--- src/common/ssp_defines.svh ---
`ifndef SSP_DEFINES_SVH
`define SSP_DEFINES_SVH

// ------------------------------------------------------------
// Register byte addresses
// ------------------------------------------------------------
`define SSP_ADDR_CTRL   4'h0
`define SSP_ADDR_STATUS 4'h4
`define SSP_ADDR_CONFIG 4'h8
`define SSP_ADDR_DATA   4'hC

// ------------------------------------------------------------
// Field positions
// ------------------------------------------------------------
`define SSP_CTRL_RATE_LO 0
`define SSP_CTRL_RATE_HI 1
`define SSP_CTRL_SEL     2
`define SSP_CTRL_IRQ_EN  3
`define SSP_STAT_BUSY    0
`define SSP_STAT_DONE    1
`define SSP_CFG_PIN4     4
`define SSP_CFG_PIN5     5
`define SSP_CFG_PIN6     6

// ------------------------------------------------------------
// Reset values and timing
// ------------------------------------------------------------
`define SSP_CTRL_RST   8'h00
`define SSP_CONFIG_RST 8'h00
`define SSP_DATA_RST   8'h00
`define SSP_BITS       4'h8
`define SSP_HALF_R00   3'h1
`define SSP_HALF_R01   3'h2
`define SSP_HALF_R1X   3'h4

`endif

--- src/common/ssp_pkg.sv ---
package ssp_pkg;
  typedef enum logic [2:0] {
    SSP_IDLE = 3'b001,
    SSP_LOW  = 3'b010,
    SSP_HIGH = 3'b100
  } ssp_state_t;
  typedef logic [7:0] ssp_byte_t;
endpackage

--- src/common/ssp_shift_if.sv ---
`timescale 1ns/10ps
interface ssp_shift_if;
  logic tick;
  logic [1:0] rate;
  logic       run;
  modport src (input rate, input run, output tick);
  modport dst (output rate, output run, input tick);
endinterface

--- src/rtl/ssp_pin_sync.sv ---
`timescale 1ns/10ps
module ssp_pin_sync #(
  parameter int W = 2
) (
  input  wire logic         clk_sys,
  input  wire logic         rst_n,
  input  wire logic [W-1:0] d,
  output logic      [W-1:0] q
);
  logic [W-1:0] s1_reg;

  // Elaboration guard: a zero-width bus has nothing to carry
  if (W < 1) begin : g_bad_width
    $error("W must be at least 1");
  end

  // First stage feeds only the second
  always_ff @(posedge clk_sys) begin
    if (!rst_n) begin
      s1_reg <= '0;
      q      <= '0;
    end else begin
      s1_reg <= d;
      q      <= s1_reg;
    end
  end
endmodule

--- src/rtl/ssp_rate_div.sv ---
`timescale 1ns/10ps
`include "ssp_defines.svh"
module ssp_rate_div (
  input  wire logic       clk_sys,
  input  wire logic       rst_n,
  ssp_shift_if.src        sif
);
  import ssp_pkg::*;

  logic [2:0] cnt_reg;
  logic [2:0] half_w;
  logic       wrap_w;

  // Half period in cycles; period 2, 4 or 8
  assign half_w = sif.rate[1] ? `SSP_HALF_R1X :
                  (sif.rate[0] ? `SSP_HALF_R01 : `SSP_HALF_R00);
  assign wrap_w = (cnt_reg == (half_w - 3'h1));
  assign sif.tick = sif.run & wrap_w;

  always_ff @(posedge clk_sys) begin
    if (!rst_n || !sif.run) begin
      cnt_reg <= 3'h0;
    end else begin
      cnt_reg <= wrap_w ? 3'h0 : cnt_reg + 3'h1;
    end
  end
endmodule

--- src/rtl/ssp_top.sv ---
`timescale 1ns/10ps
`include "ssp_defines.svh"
// Functional notes
// [RULE1] Eight-bit shift register with data in, data out and clock pins.
// [RULE2] Internal clock source means master; external clock means slave.
// [RULE3] Port works only with select bit set; select routes data and clock pins.
// [RULE4] Master clock period 2, 4 or 8 cycles from two rate bits.
// [RULE5] Writing busy to one starts shifting.
// [RULE6] Busy clears by itself after eight bits.
// [RULE7] Software clearing busy early stops shifting.
// [RULE8] Interrupt request after eight bits when enabled.
// [RULE9] Software loads data only while shift clock is low.
// [RULE10] Shift clock rests low when idle, both phases.
// [RULE11] Slave: set busy only while incoming clock is low.
// [RULE12] Master alone drives clock and starts every exchange.
// [RULE13] Slave software sets busy at once; repeat after eight pulses.
// [RULE14] Normal phase: sample on rising edge, output changes on falling.
// [RULE15] Register advances on each falling clock edge.
// [RULE16] Alternate phase: sample on falling edge, output changes on rising.
// [RULE17] Phase flag clear is normal, set is alternate.
// [RULE18] Phase flag sits in pin 6 config bit, cleared at reset.
// [RULE19] Master: software sets data and clock pin config bits.
// [RULE20] Slave: software clears clock pin bit, sets data pin bit.
// [RULE21] Data pin bit zero floats output; clock bit picks internal/external.
// [RULE22] Most significant bit out first, received bit into bit zero.
module ssp_top (
  input  wire logic             clk_sys,
  input  wire logic             rst_n,
  input  wire logic [3:0]       avs_address,
  input  wire logic             avs_read,
  input  wire logic             avs_write,
  input  wire logic [31:0]      avs_writedata,
  input  wire logic [3:0]       avs_byteenable,
  output logic      [31:0]      avs_readdata,
  output logic                  avs_waitrequest,
  output logic      [1:0]       avs_response,
  input  wire logic             serial_in,
  output ssp_pkg::ssp_byte_t    serial_out_o,
  output logic                  serial_out_oe,
  input  wire logic             shift_clock_pin_i,
  output logic                  shift_clock_pin_o,
  output logic                  shift_clock_pin_oe,
  output logic                  irq_req
);
  import ssp_pkg::*;

  // ------------------------------------------------------------
  // Registers
  // ------------------------------------------------------------
  ssp_byte_t  main_control_reg;
  ssp_byte_t  port_g_cfg_reg;
  ssp_byte_t  serial_shift_reg;
  ssp_byte_t  serial_shift_next;
  logic       busy_reg;
  logic       done_reg;
  logic [3:0] bit_cnt_reg;
  logic       sck_reg;
  logic       so_reg;
  logic       sample_reg;
  logic       ack_reg;
  logic       sk_prev_reg;
  ssp_state_t state_reg;

  ssp_shift_if sif ();

  // ------------------------------------------------------------
  // Pin synchronisers
  // ------------------------------------------------------------
  logic [1:0] pins_s;
  logic       si_s;
  logic       sk_s;

  ssp_pin_sync #(.W(2)) i_ssp_pin_sync (
    .clk_sys (clk_sys),
    .rst_n   (rst_n),
    .d       ({serial_in, shift_clock_pin_i}),
    .q       (pins_s)
  );
  assign si_s = pins_s[1];
  assign sk_s = pins_s[0];

  // ------------------------------------------------------------
  // Configuration decode
  // ------------------------------------------------------------
  logic sel_w;
  logic master_w;
  logic alt_w;
  logic so_en_w;
  logic irq_en_w;

  assign sel_w    = main_control_reg[`SSP_CTRL_SEL];                  // [RULE3]
  assign master_w = port_g_cfg_reg[`SSP_CFG_PIN5];                    // [RULE2] [RULE21]
  assign alt_w    = port_g_cfg_reg[`SSP_CFG_PIN6];                    // [RULE17] [RULE18]
  assign so_en_w  = port_g_cfg_reg[`SSP_CFG_PIN4];
  assign irq_en_w = main_control_reg[`SSP_CTRL_IRQ_EN];

  // ------------------------------------------------------------
  // Bus decode
  // ------------------------------------------------------------
  logic wr_ctrl;
  logic wr_stat;
  logic wr_cfg;
  logic wr_data;
  logic hit_w;
  logic [31:0] rd_mux;

  assign avs_waitrequest = (avs_read | avs_write) & ~ack_reg;
  assign hit_w   = (avs_address == `SSP_ADDR_CTRL) | (avs_address == `SSP_ADDR_STATUS) |
                   (avs_address == `SSP_ADDR_CONFIG) | (avs_address == `SSP_ADDR_DATA);
  assign wr_ctrl = avs_write & ack_reg & avs_byteenable[0] & (avs_address == `SSP_ADDR_CTRL);
  assign wr_stat = avs_write & ack_reg & avs_byteenable[0] & (avs_address == `SSP_ADDR_STATUS);
  assign wr_cfg  = avs_write & ack_reg & avs_byteenable[0] & (avs_address == `SSP_ADDR_CONFIG);
  // Loads only land safely while clock is low; software's duty
  assign wr_data = avs_write & ack_reg & avs_byteenable[0] & (avs_address == `SSP_ADDR_DATA); // [RULE9]
  assign rd_mux  = (avs_address == `SSP_ADDR_CTRL)   ? {24'h000000, main_control_reg} :
                   (avs_address == `SSP_ADDR_STATUS) ? {30'h00000000, done_reg, busy_reg} :
                   (avs_address == `SSP_ADDR_CONFIG) ? {24'h000000, port_g_cfg_reg} :
                   (avs_address == `SSP_ADDR_DATA)   ? {24'h000000, serial_shift_reg} : 32'h00000000;

  // One wait state: answer on second cycle of every request
  always_ff @(posedge clk_sys) begin
    if (!rst_n) begin
      ack_reg      <= 1'b0;
      avs_readdata <= 32'h00000000;
      avs_response <= 2'h0;
    end else begin
      ack_reg      <= (avs_read | avs_write) & ~ack_reg;
      avs_readdata <= rd_mux;
      avs_response <= hit_w ? 2'h0 : 2'h2;
    end
  end

  always_ff @(posedge clk_sys) begin
    if (!rst_n) begin
      main_control_reg <= `SSP_CTRL_RST;
      port_g_cfg_reg   <= `SSP_CONFIG_RST;                                // [RULE18]
    end else begin
      if (wr_ctrl) main_control_reg <= avs_writedata[7:0];
      if (wr_cfg)  port_g_cfg_reg   <= avs_writedata[7:0];
    end
  end

  // ------------------------------------------------------------
  // Shift clock edges
  // ------------------------------------------------------------
  logic rise_w;
  logic fall_w;
  logic sk_int_rise;
  logic sk_int_fall;

  assign sif.rate = {main_control_reg[`SSP_CTRL_RATE_HI], main_control_reg[`SSP_CTRL_RATE_LO]}; // [RULE4]
  assign sif.run  = busy_reg & sel_w & master_w;
  assign sk_int_rise = sif.tick & (state_reg == SSP_LOW);
  assign sk_int_fall = sif.tick & (state_reg == SSP_HIGH);
  // Slave follows synchronised external clock edges
  assign rise_w = master_w ? sk_int_rise : (sk_s & ~sk_prev_reg);     // [RULE2]
  assign fall_w = master_w ? sk_int_fall : (~sk_s & sk_prev_reg);

  // Sample and launch edges depend on phase
  logic samp_edge;
  logic launch_edge;
  logic shifting;
  logic last_w;

  assign shifting    = busy_reg & sel_w;
  assign samp_edge   = shifting & (alt_w ? fall_w : rise_w);          // [RULE14] [RULE16]
  assign launch_edge = shifting & (alt_w ? rise_w : fall_w);
  assign last_w      = shifting & fall_w & (bit_cnt_reg == (`SSP_BITS - 4'h1));

  // ------------------------------------------------------------
  // Input alignment
  // ------------------------------------------------------------
  // Data pin lags two cycles in its synchroniser; master edges do not
  // So master samples two cycles late; at the fastest rate or in alternate phase that is after the shift
  // The shift then leaves a hole in bit 0 (bit 1 if shifted again) for the late bit
  // Slave edges pass the same synchroniser as the data and need no delay
  logic [1:0] samp_dly_reg;
  logic       late_reg;
  logic       have_reg;
  logic       take_w;
  logic       start_w;
  logic       shift_in_w;
  ssp_byte_t  fill_next;

  assign take_w     = master_w ? samp_dly_reg[1] : samp_edge;
  assign start_w    = wr_stat & avs_writedata[`SSP_STAT_BUSY];
  assign shift_in_w = take_w ? si_s : (have_reg & sample_reg);
  assign serial_shift_next = (take_w & late_reg) ? {serial_shift_reg[5:0], si_s, 1'b0} :
                             {serial_shift_reg[6:0], shift_in_w};                  // [RULE15] [RULE22]
  assign fill_next  = {serial_shift_reg[7:1], si_s};

  always_ff @(posedge clk_sys) begin
    if (!rst_n) begin
      samp_dly_reg <= 2'h0;
      late_reg     <= 1'b0;
      have_reg     <= 1'b0;
    end else begin
      samp_dly_reg <= {samp_dly_reg[0], samp_edge};
      if (start_w) begin
        late_reg <= 1'b0;
        have_reg <= 1'b0;
      end else if (shifting & fall_w) begin
        late_reg <= take_w ? late_reg : ~have_reg;
        have_reg <= 1'b0;
      end else if (take_w) begin
        late_reg <= 1'b0;
        have_reg <= ~late_reg;
      end
    end
  end

  // ------------------------------------------------------------
  // Master clock generator
  // ------------------------------------------------------------
  ssp_rate_div i_ssp_rate_div (
    .clk_sys (clk_sys),
    .rst_n   (rst_n),
    .sif     (sif)
  );

  always_ff @(posedge clk_sys) begin
    if (!rst_n) begin
      state_reg   <= SSP_IDLE;
      sck_reg     <= 1'b0;
      sk_prev_reg <= 1'b0;
    end else begin
      sk_prev_reg <= sk_s;
      case (state_reg)
        SSP_IDLE: begin
          sck_reg <= 1'b0;                                            // [RULE10]
          if (sif.run) state_reg <= SSP_LOW;                          // [RULE12]
        end
        SSP_LOW: begin
          if (!sif.run) state_reg <= SSP_IDLE;
          else if (sif.tick) begin
            state_reg <= SSP_HIGH;
            sck_reg   <= 1'b1;
          end
        end
        SSP_HIGH: begin
          if (!sif.run) begin
            state_reg <= SSP_IDLE;
            sck_reg   <= 1'b0;
          end else if (sif.tick) begin
            state_reg <= SSP_LOW;
            sck_reg   <= 1'b0;
          end
        end
        default: begin
          state_reg <= SSP_IDLE;
          sck_reg   <= 1'b0;
        end
      endcase
    end
  end

  // ------------------------------------------------------------
  // Shift engine and busy flag
  // ------------------------------------------------------------
  always_ff @(posedge clk_sys) begin
    if (!rst_n) begin
      serial_shift_reg <= `SSP_DATA_RST;
      sample_reg       <= 1'b0;
      bit_cnt_reg      <= 4'h0;
      busy_reg         <= 1'b0;
      done_reg         <= 1'b0;
    end else begin
      if (take_w) sample_reg <= si_s;                                 // [RULE14]
      if (wr_data) begin
        serial_shift_reg <= avs_writedata[7:0];
      end else if (shifting & fall_w) begin
        serial_shift_reg <= serial_shift_next;                        // [RULE15]
      end else if (take_w & late_reg) begin
        serial_shift_reg <= fill_next;                                // [RULE22]
      end
      if (last_w) begin
        busy_reg    <= 1'b0;                                          // [RULE6]
        done_reg    <= 1'b1;                                          // [RULE8]
        bit_cnt_reg <= 4'h0;
      end else if (wr_stat) begin
        busy_reg    <= avs_writedata[`SSP_STAT_BUSY];                 // [RULE5] [RULE7]
        bit_cnt_reg <= 4'h0;
        if (avs_writedata[`SSP_STAT_DONE]) done_reg <= 1'b0;
      end else if (shifting & fall_w) begin
        bit_cnt_reg <= bit_cnt_reg + 4'h1;
      end
    end
  end

  // Output bit updates at launch edge; first bit shows from start
  always_ff @(posedge clk_sys) begin
    if (!rst_n) begin
      so_reg <= 1'b0;
    end else if (!shifting || launch_edge) begin
      so_reg <= (launch_edge && !alt_w) ? serial_shift_reg[6] : serial_shift_reg[7]; // [RULE22] [RULE16]
    end
  end

  // ------------------------------------------------------------
  // Pins
  // ------------------------------------------------------------
  assign serial_out_o       = {7'h00, so_reg};                        // [RULE1]
  assign serial_out_oe      = sel_w & so_en_w;                        // [RULE21] [RULE3]
  assign shift_clock_pin_o  = sck_reg;
  assign shift_clock_pin_oe = sel_w & master_w;                       // [RULE12]
  assign irq_req            = done_reg & irq_en_w;                    // [RULE8]
endmodule

--- config.mk ---
export PLATFORM = sky130hd
export DESIGN_NAME = ssp_top
export DESIGN_NICKNAME = d
export VERILOG_FILES = /design/src/common/ssp_pkg.sv /design/src/common/ssp_shift_if.sv /design/src/rtl/ssp_pin_sync.sv /design/src/rtl/ssp_rate_div.sv /design/src/rtl/ssp_top.sv
export VERILOG_INCLUDE_DIRS = /design/src /design/src/common
export SDC_FILE = /design/constraint.sdc
export NUM_CORES = 1
export LEC_CHECK = 0
export ABC_CLOCK_PERIOD_IN_PS = 5450
export BUFFER_PORTS_ARGS = -buffer_cell sky130_fd_sc_hd__buf_4
export CAP_MARGIN = 0
export CORE_MARGIN = 1.5
export CORE_UTILIZATION = 50
export CTS_BUF_LIST = sky130_fd_sc_hd__clkbuf_4
export DETAILED_ROUTE_END_ITERATION = 10
export PLACE_DENSITY_LB_ADDON = 0.1
export SLEW_MARGIN = 10
export SYNTH_ARGS = -nofsm -noshare
export SYNTH_HDL_FRONTEND = slang
export SYNTH_HIERARCHICAL = 1
export SYNTH_SLANG_ARGS = --single-unit
--- constraint.sdc ---
create_clock -name clk_sys -period 5.45 [get_ports clk_sys]
set_clock_uncertainty 0.05 [all_clocks]
set_input_delay 0.8175 -clock clk_sys [delete_from_list [all_inputs] [get_ports clk_sys]]
set_output_delay 0.8175 -clock clk_sys [all_outputs]
set_load 0.05 [all_outputs]
==> metrics.yaml <==
status: "finished, final reports clean"
synth-xor-area-share: 0.0268
drive_above_1_share: 0.185
hp-class: "register to register"
setup_tns_ns: 0
synth_ff_type: "dfxtp_1"
die_area_um2: 6250
pre_cts_ws_ns: 2.18
nets: 395
cts_setup_buffers: 0
p_sw_uw: 226
antenna_found_initial: 0
path_clk_slew_ns: 0.10
period_share: 0.606
r2r_cells: 10
synth.most_common_cell: "dfxtp_1"
vias_per_cell: 5.27
fin_ws_ns: 2.15
required_ns: 5.71
drcViolationCount: 0
drv_slew: 0
hold_violations: 0
ff_latch_area_um2: 1160
path_class: "register to register"
holdWs_ns: 0.389
min_period_ns: 3.30
areaGrowthSynthToFinish_pct: 9.69
final_core_util: 0.572
ys_top_cells_by_area: "dfxtp_1, buf_4, mux2i_1"
synth.avg_cell_area_um2: 9.15
cts-hold-fix-buffers: 0
start_util: 0.522
power.density_nw_per_um2: 259
synthArstFlopShare: 0
vdd_drop_max_mv: 0.167
cts_made_buffers: 9
fmax_ghz: 0.303
hpwl_um: 4320
grt_pass1_wl_um: 9850
avgRoutedWirePerCell_um: 14.2
grt_setup_unrepaired: "no"
min_path_cells: 1
ant_nets: 0
postCtsResizedCells: 0
synth_top_family_by_area: "simple AND/OR/NAND/NOR gates"
intPower_uw: 595
relSlewSlack: 0.403
fill_cells: 521
sw_frac_of_total: 0.276
ys_seq_elements: 58
grt_max_degree: 24
clk_root_buffer_cell: "clkbuf_4"
cts_tree: "done"
arrival_ns: 3.57
setup_violations: 0
die_x_um: 79.0
synth_area_um2: 2890
io-pin-count: 93
cts.sinks: 58
tightestPinTransition_ns: 0.892
synth_edf_count: 0
crit_path_start_kind: "register"
maxCapViolations: 0
yosysTopAreaCellShare: 0.402
vias: 2228
clockBufferDepth: 2
yosysSeqAreaShare: 0.402
pwr-share-seq: 0.522
fin_area_um2: 3170
yosys.area_share.adder: 0.0130
synth-compound-area-share: 0.142
overflow: 0
postPlaceCellArea_um2: 3040
synthCells: 316
routed_wirelength_um: 6020
crit_path_end_kind: "register"
firstDrtPassIters: 4
synth.distinct_cells: 54
core_area_um2: 5540
insertion_delay_ns: 0.40
muxShareOfSynthArea: 0.101
track_usage: 0.207
drt_iter0_markers: 97
finalWeightedCongestion: 0.802
p_clk_frac: 0.369
grt_pass1_vias: 1962
yosys.area.top_type: "dfxtp_1"
num_rows: 27
yosys.area_share.simple: 0.197
htreeDepth: 3
crit_fanout: 11
die_y_um: 79.0
p_leak_uw: 0.00138
netlist_top_cells_count: "dfxtp_1, nor2_1, buf_4"
multi_input_area_um2: 1510
port_buffers: 33
ys_warn_count: 6
n_antenna_cell: 0
comb_power_share: 0.109
-- power groups by stage --
| stage | registers, uW | clock network [uW] | logic [uW] |
|---|---|---|---|
| after floorplan | 440 | 0 | 86.1 |
| after global placement | 439 | 0 | 89.0 |
| after detailed placement | 439 | 0 | 89.0 |
| after CTS | 429 | 314 | 89.1 |
| after global routing | 430 | 330 | 94.9 |
| final | 429 | 303 | 89.4 |
-- critical path, cell delays in order, from the launching register on --
cell      delay (ns)
dfxtp_1         0.39
or2_2           0.32
ha_1            0.31
xnor2_1         0.14
a211oi_2        0.32
and2_1          0.32
nand3b_1        0.22
o32ai_2         0.19
nand2_1         0.33
or4_1           0.56
o31ai_1         0.08
-- metal layers --
layer  global-route usage  wire length [um]  vias up
li1                     -                 -     1119
met1                0.258              2890     1057
met2                0.328              2810       48
met3               0.0782               265        4
met4               0.0702                52        0
met5                    0                 0        -
-- logic make-up (layout without fill, tap and decap cells) --
group | Yosys count | after routing
AND/OR/NAND/NOR | 112 | 112
flip-flops | 58 | 58
AO/OA/AOI/OAI | 56 | 56
buffers and inverters | 53 | 57
multiplexers | 26 | 26
XOR/XNOR | 7 | 7
adder cells (fa/ha/maj) | 3 | 3
other | 1 | 32
-- final cells by class --
type                       count  area share
multi-input combinational    236       0.476
sequential                    58       0.366
timing repair buffer          33      0.0781
clock buffer                  12      0.0284
tap                           72      0.0284
clock inverter                 4      0.0134
inverter                       8     0.00947
-- stage by stage --
stage,power [uW],instances
3_5_place_dp,528,407
5_1_grt,855,423
4_1_cts,832,423
6_report,822,423
2_1_floorplan,526,347
3_3_place_gp,528,407
-- final timing paths --
path | start | end | slack [ns]
min reg2reg | samp_dly_reg[0]$_SDFF_PN0_ | samp_dly_reg[1]$_SDFF_PN0_ | 0.39
max | main_control_reg[1]$_SDFFE_PN0P_ | late_reg$_SDFFE_PP0P_ | 2.15
max reg2reg | main_control_reg[1]$_SDFFE_PN0P_ | late_reg$_SDFFE_PP0P_ | 2.15
min | samp_dly_reg[0]$_SDFF_PN0_ | samp_dly_reg[1]$_SDFF_PN0_ | 0.39
-- layout by cell type (no fill, tap or decap), drive strengths merged, types with 6 or more instances in the layout --
master	n
clkbuf	12
and2	12
buf	33
nor3	8
mux2i	18
conb	32
a22oi	6
and3	6
nor2	35
nand2	22
nand3	10
inv	8
o21ai	12
dfxtp	58
a21oi	14
a32oi	8
mux2	6
(Power assumes the default switching activity.)
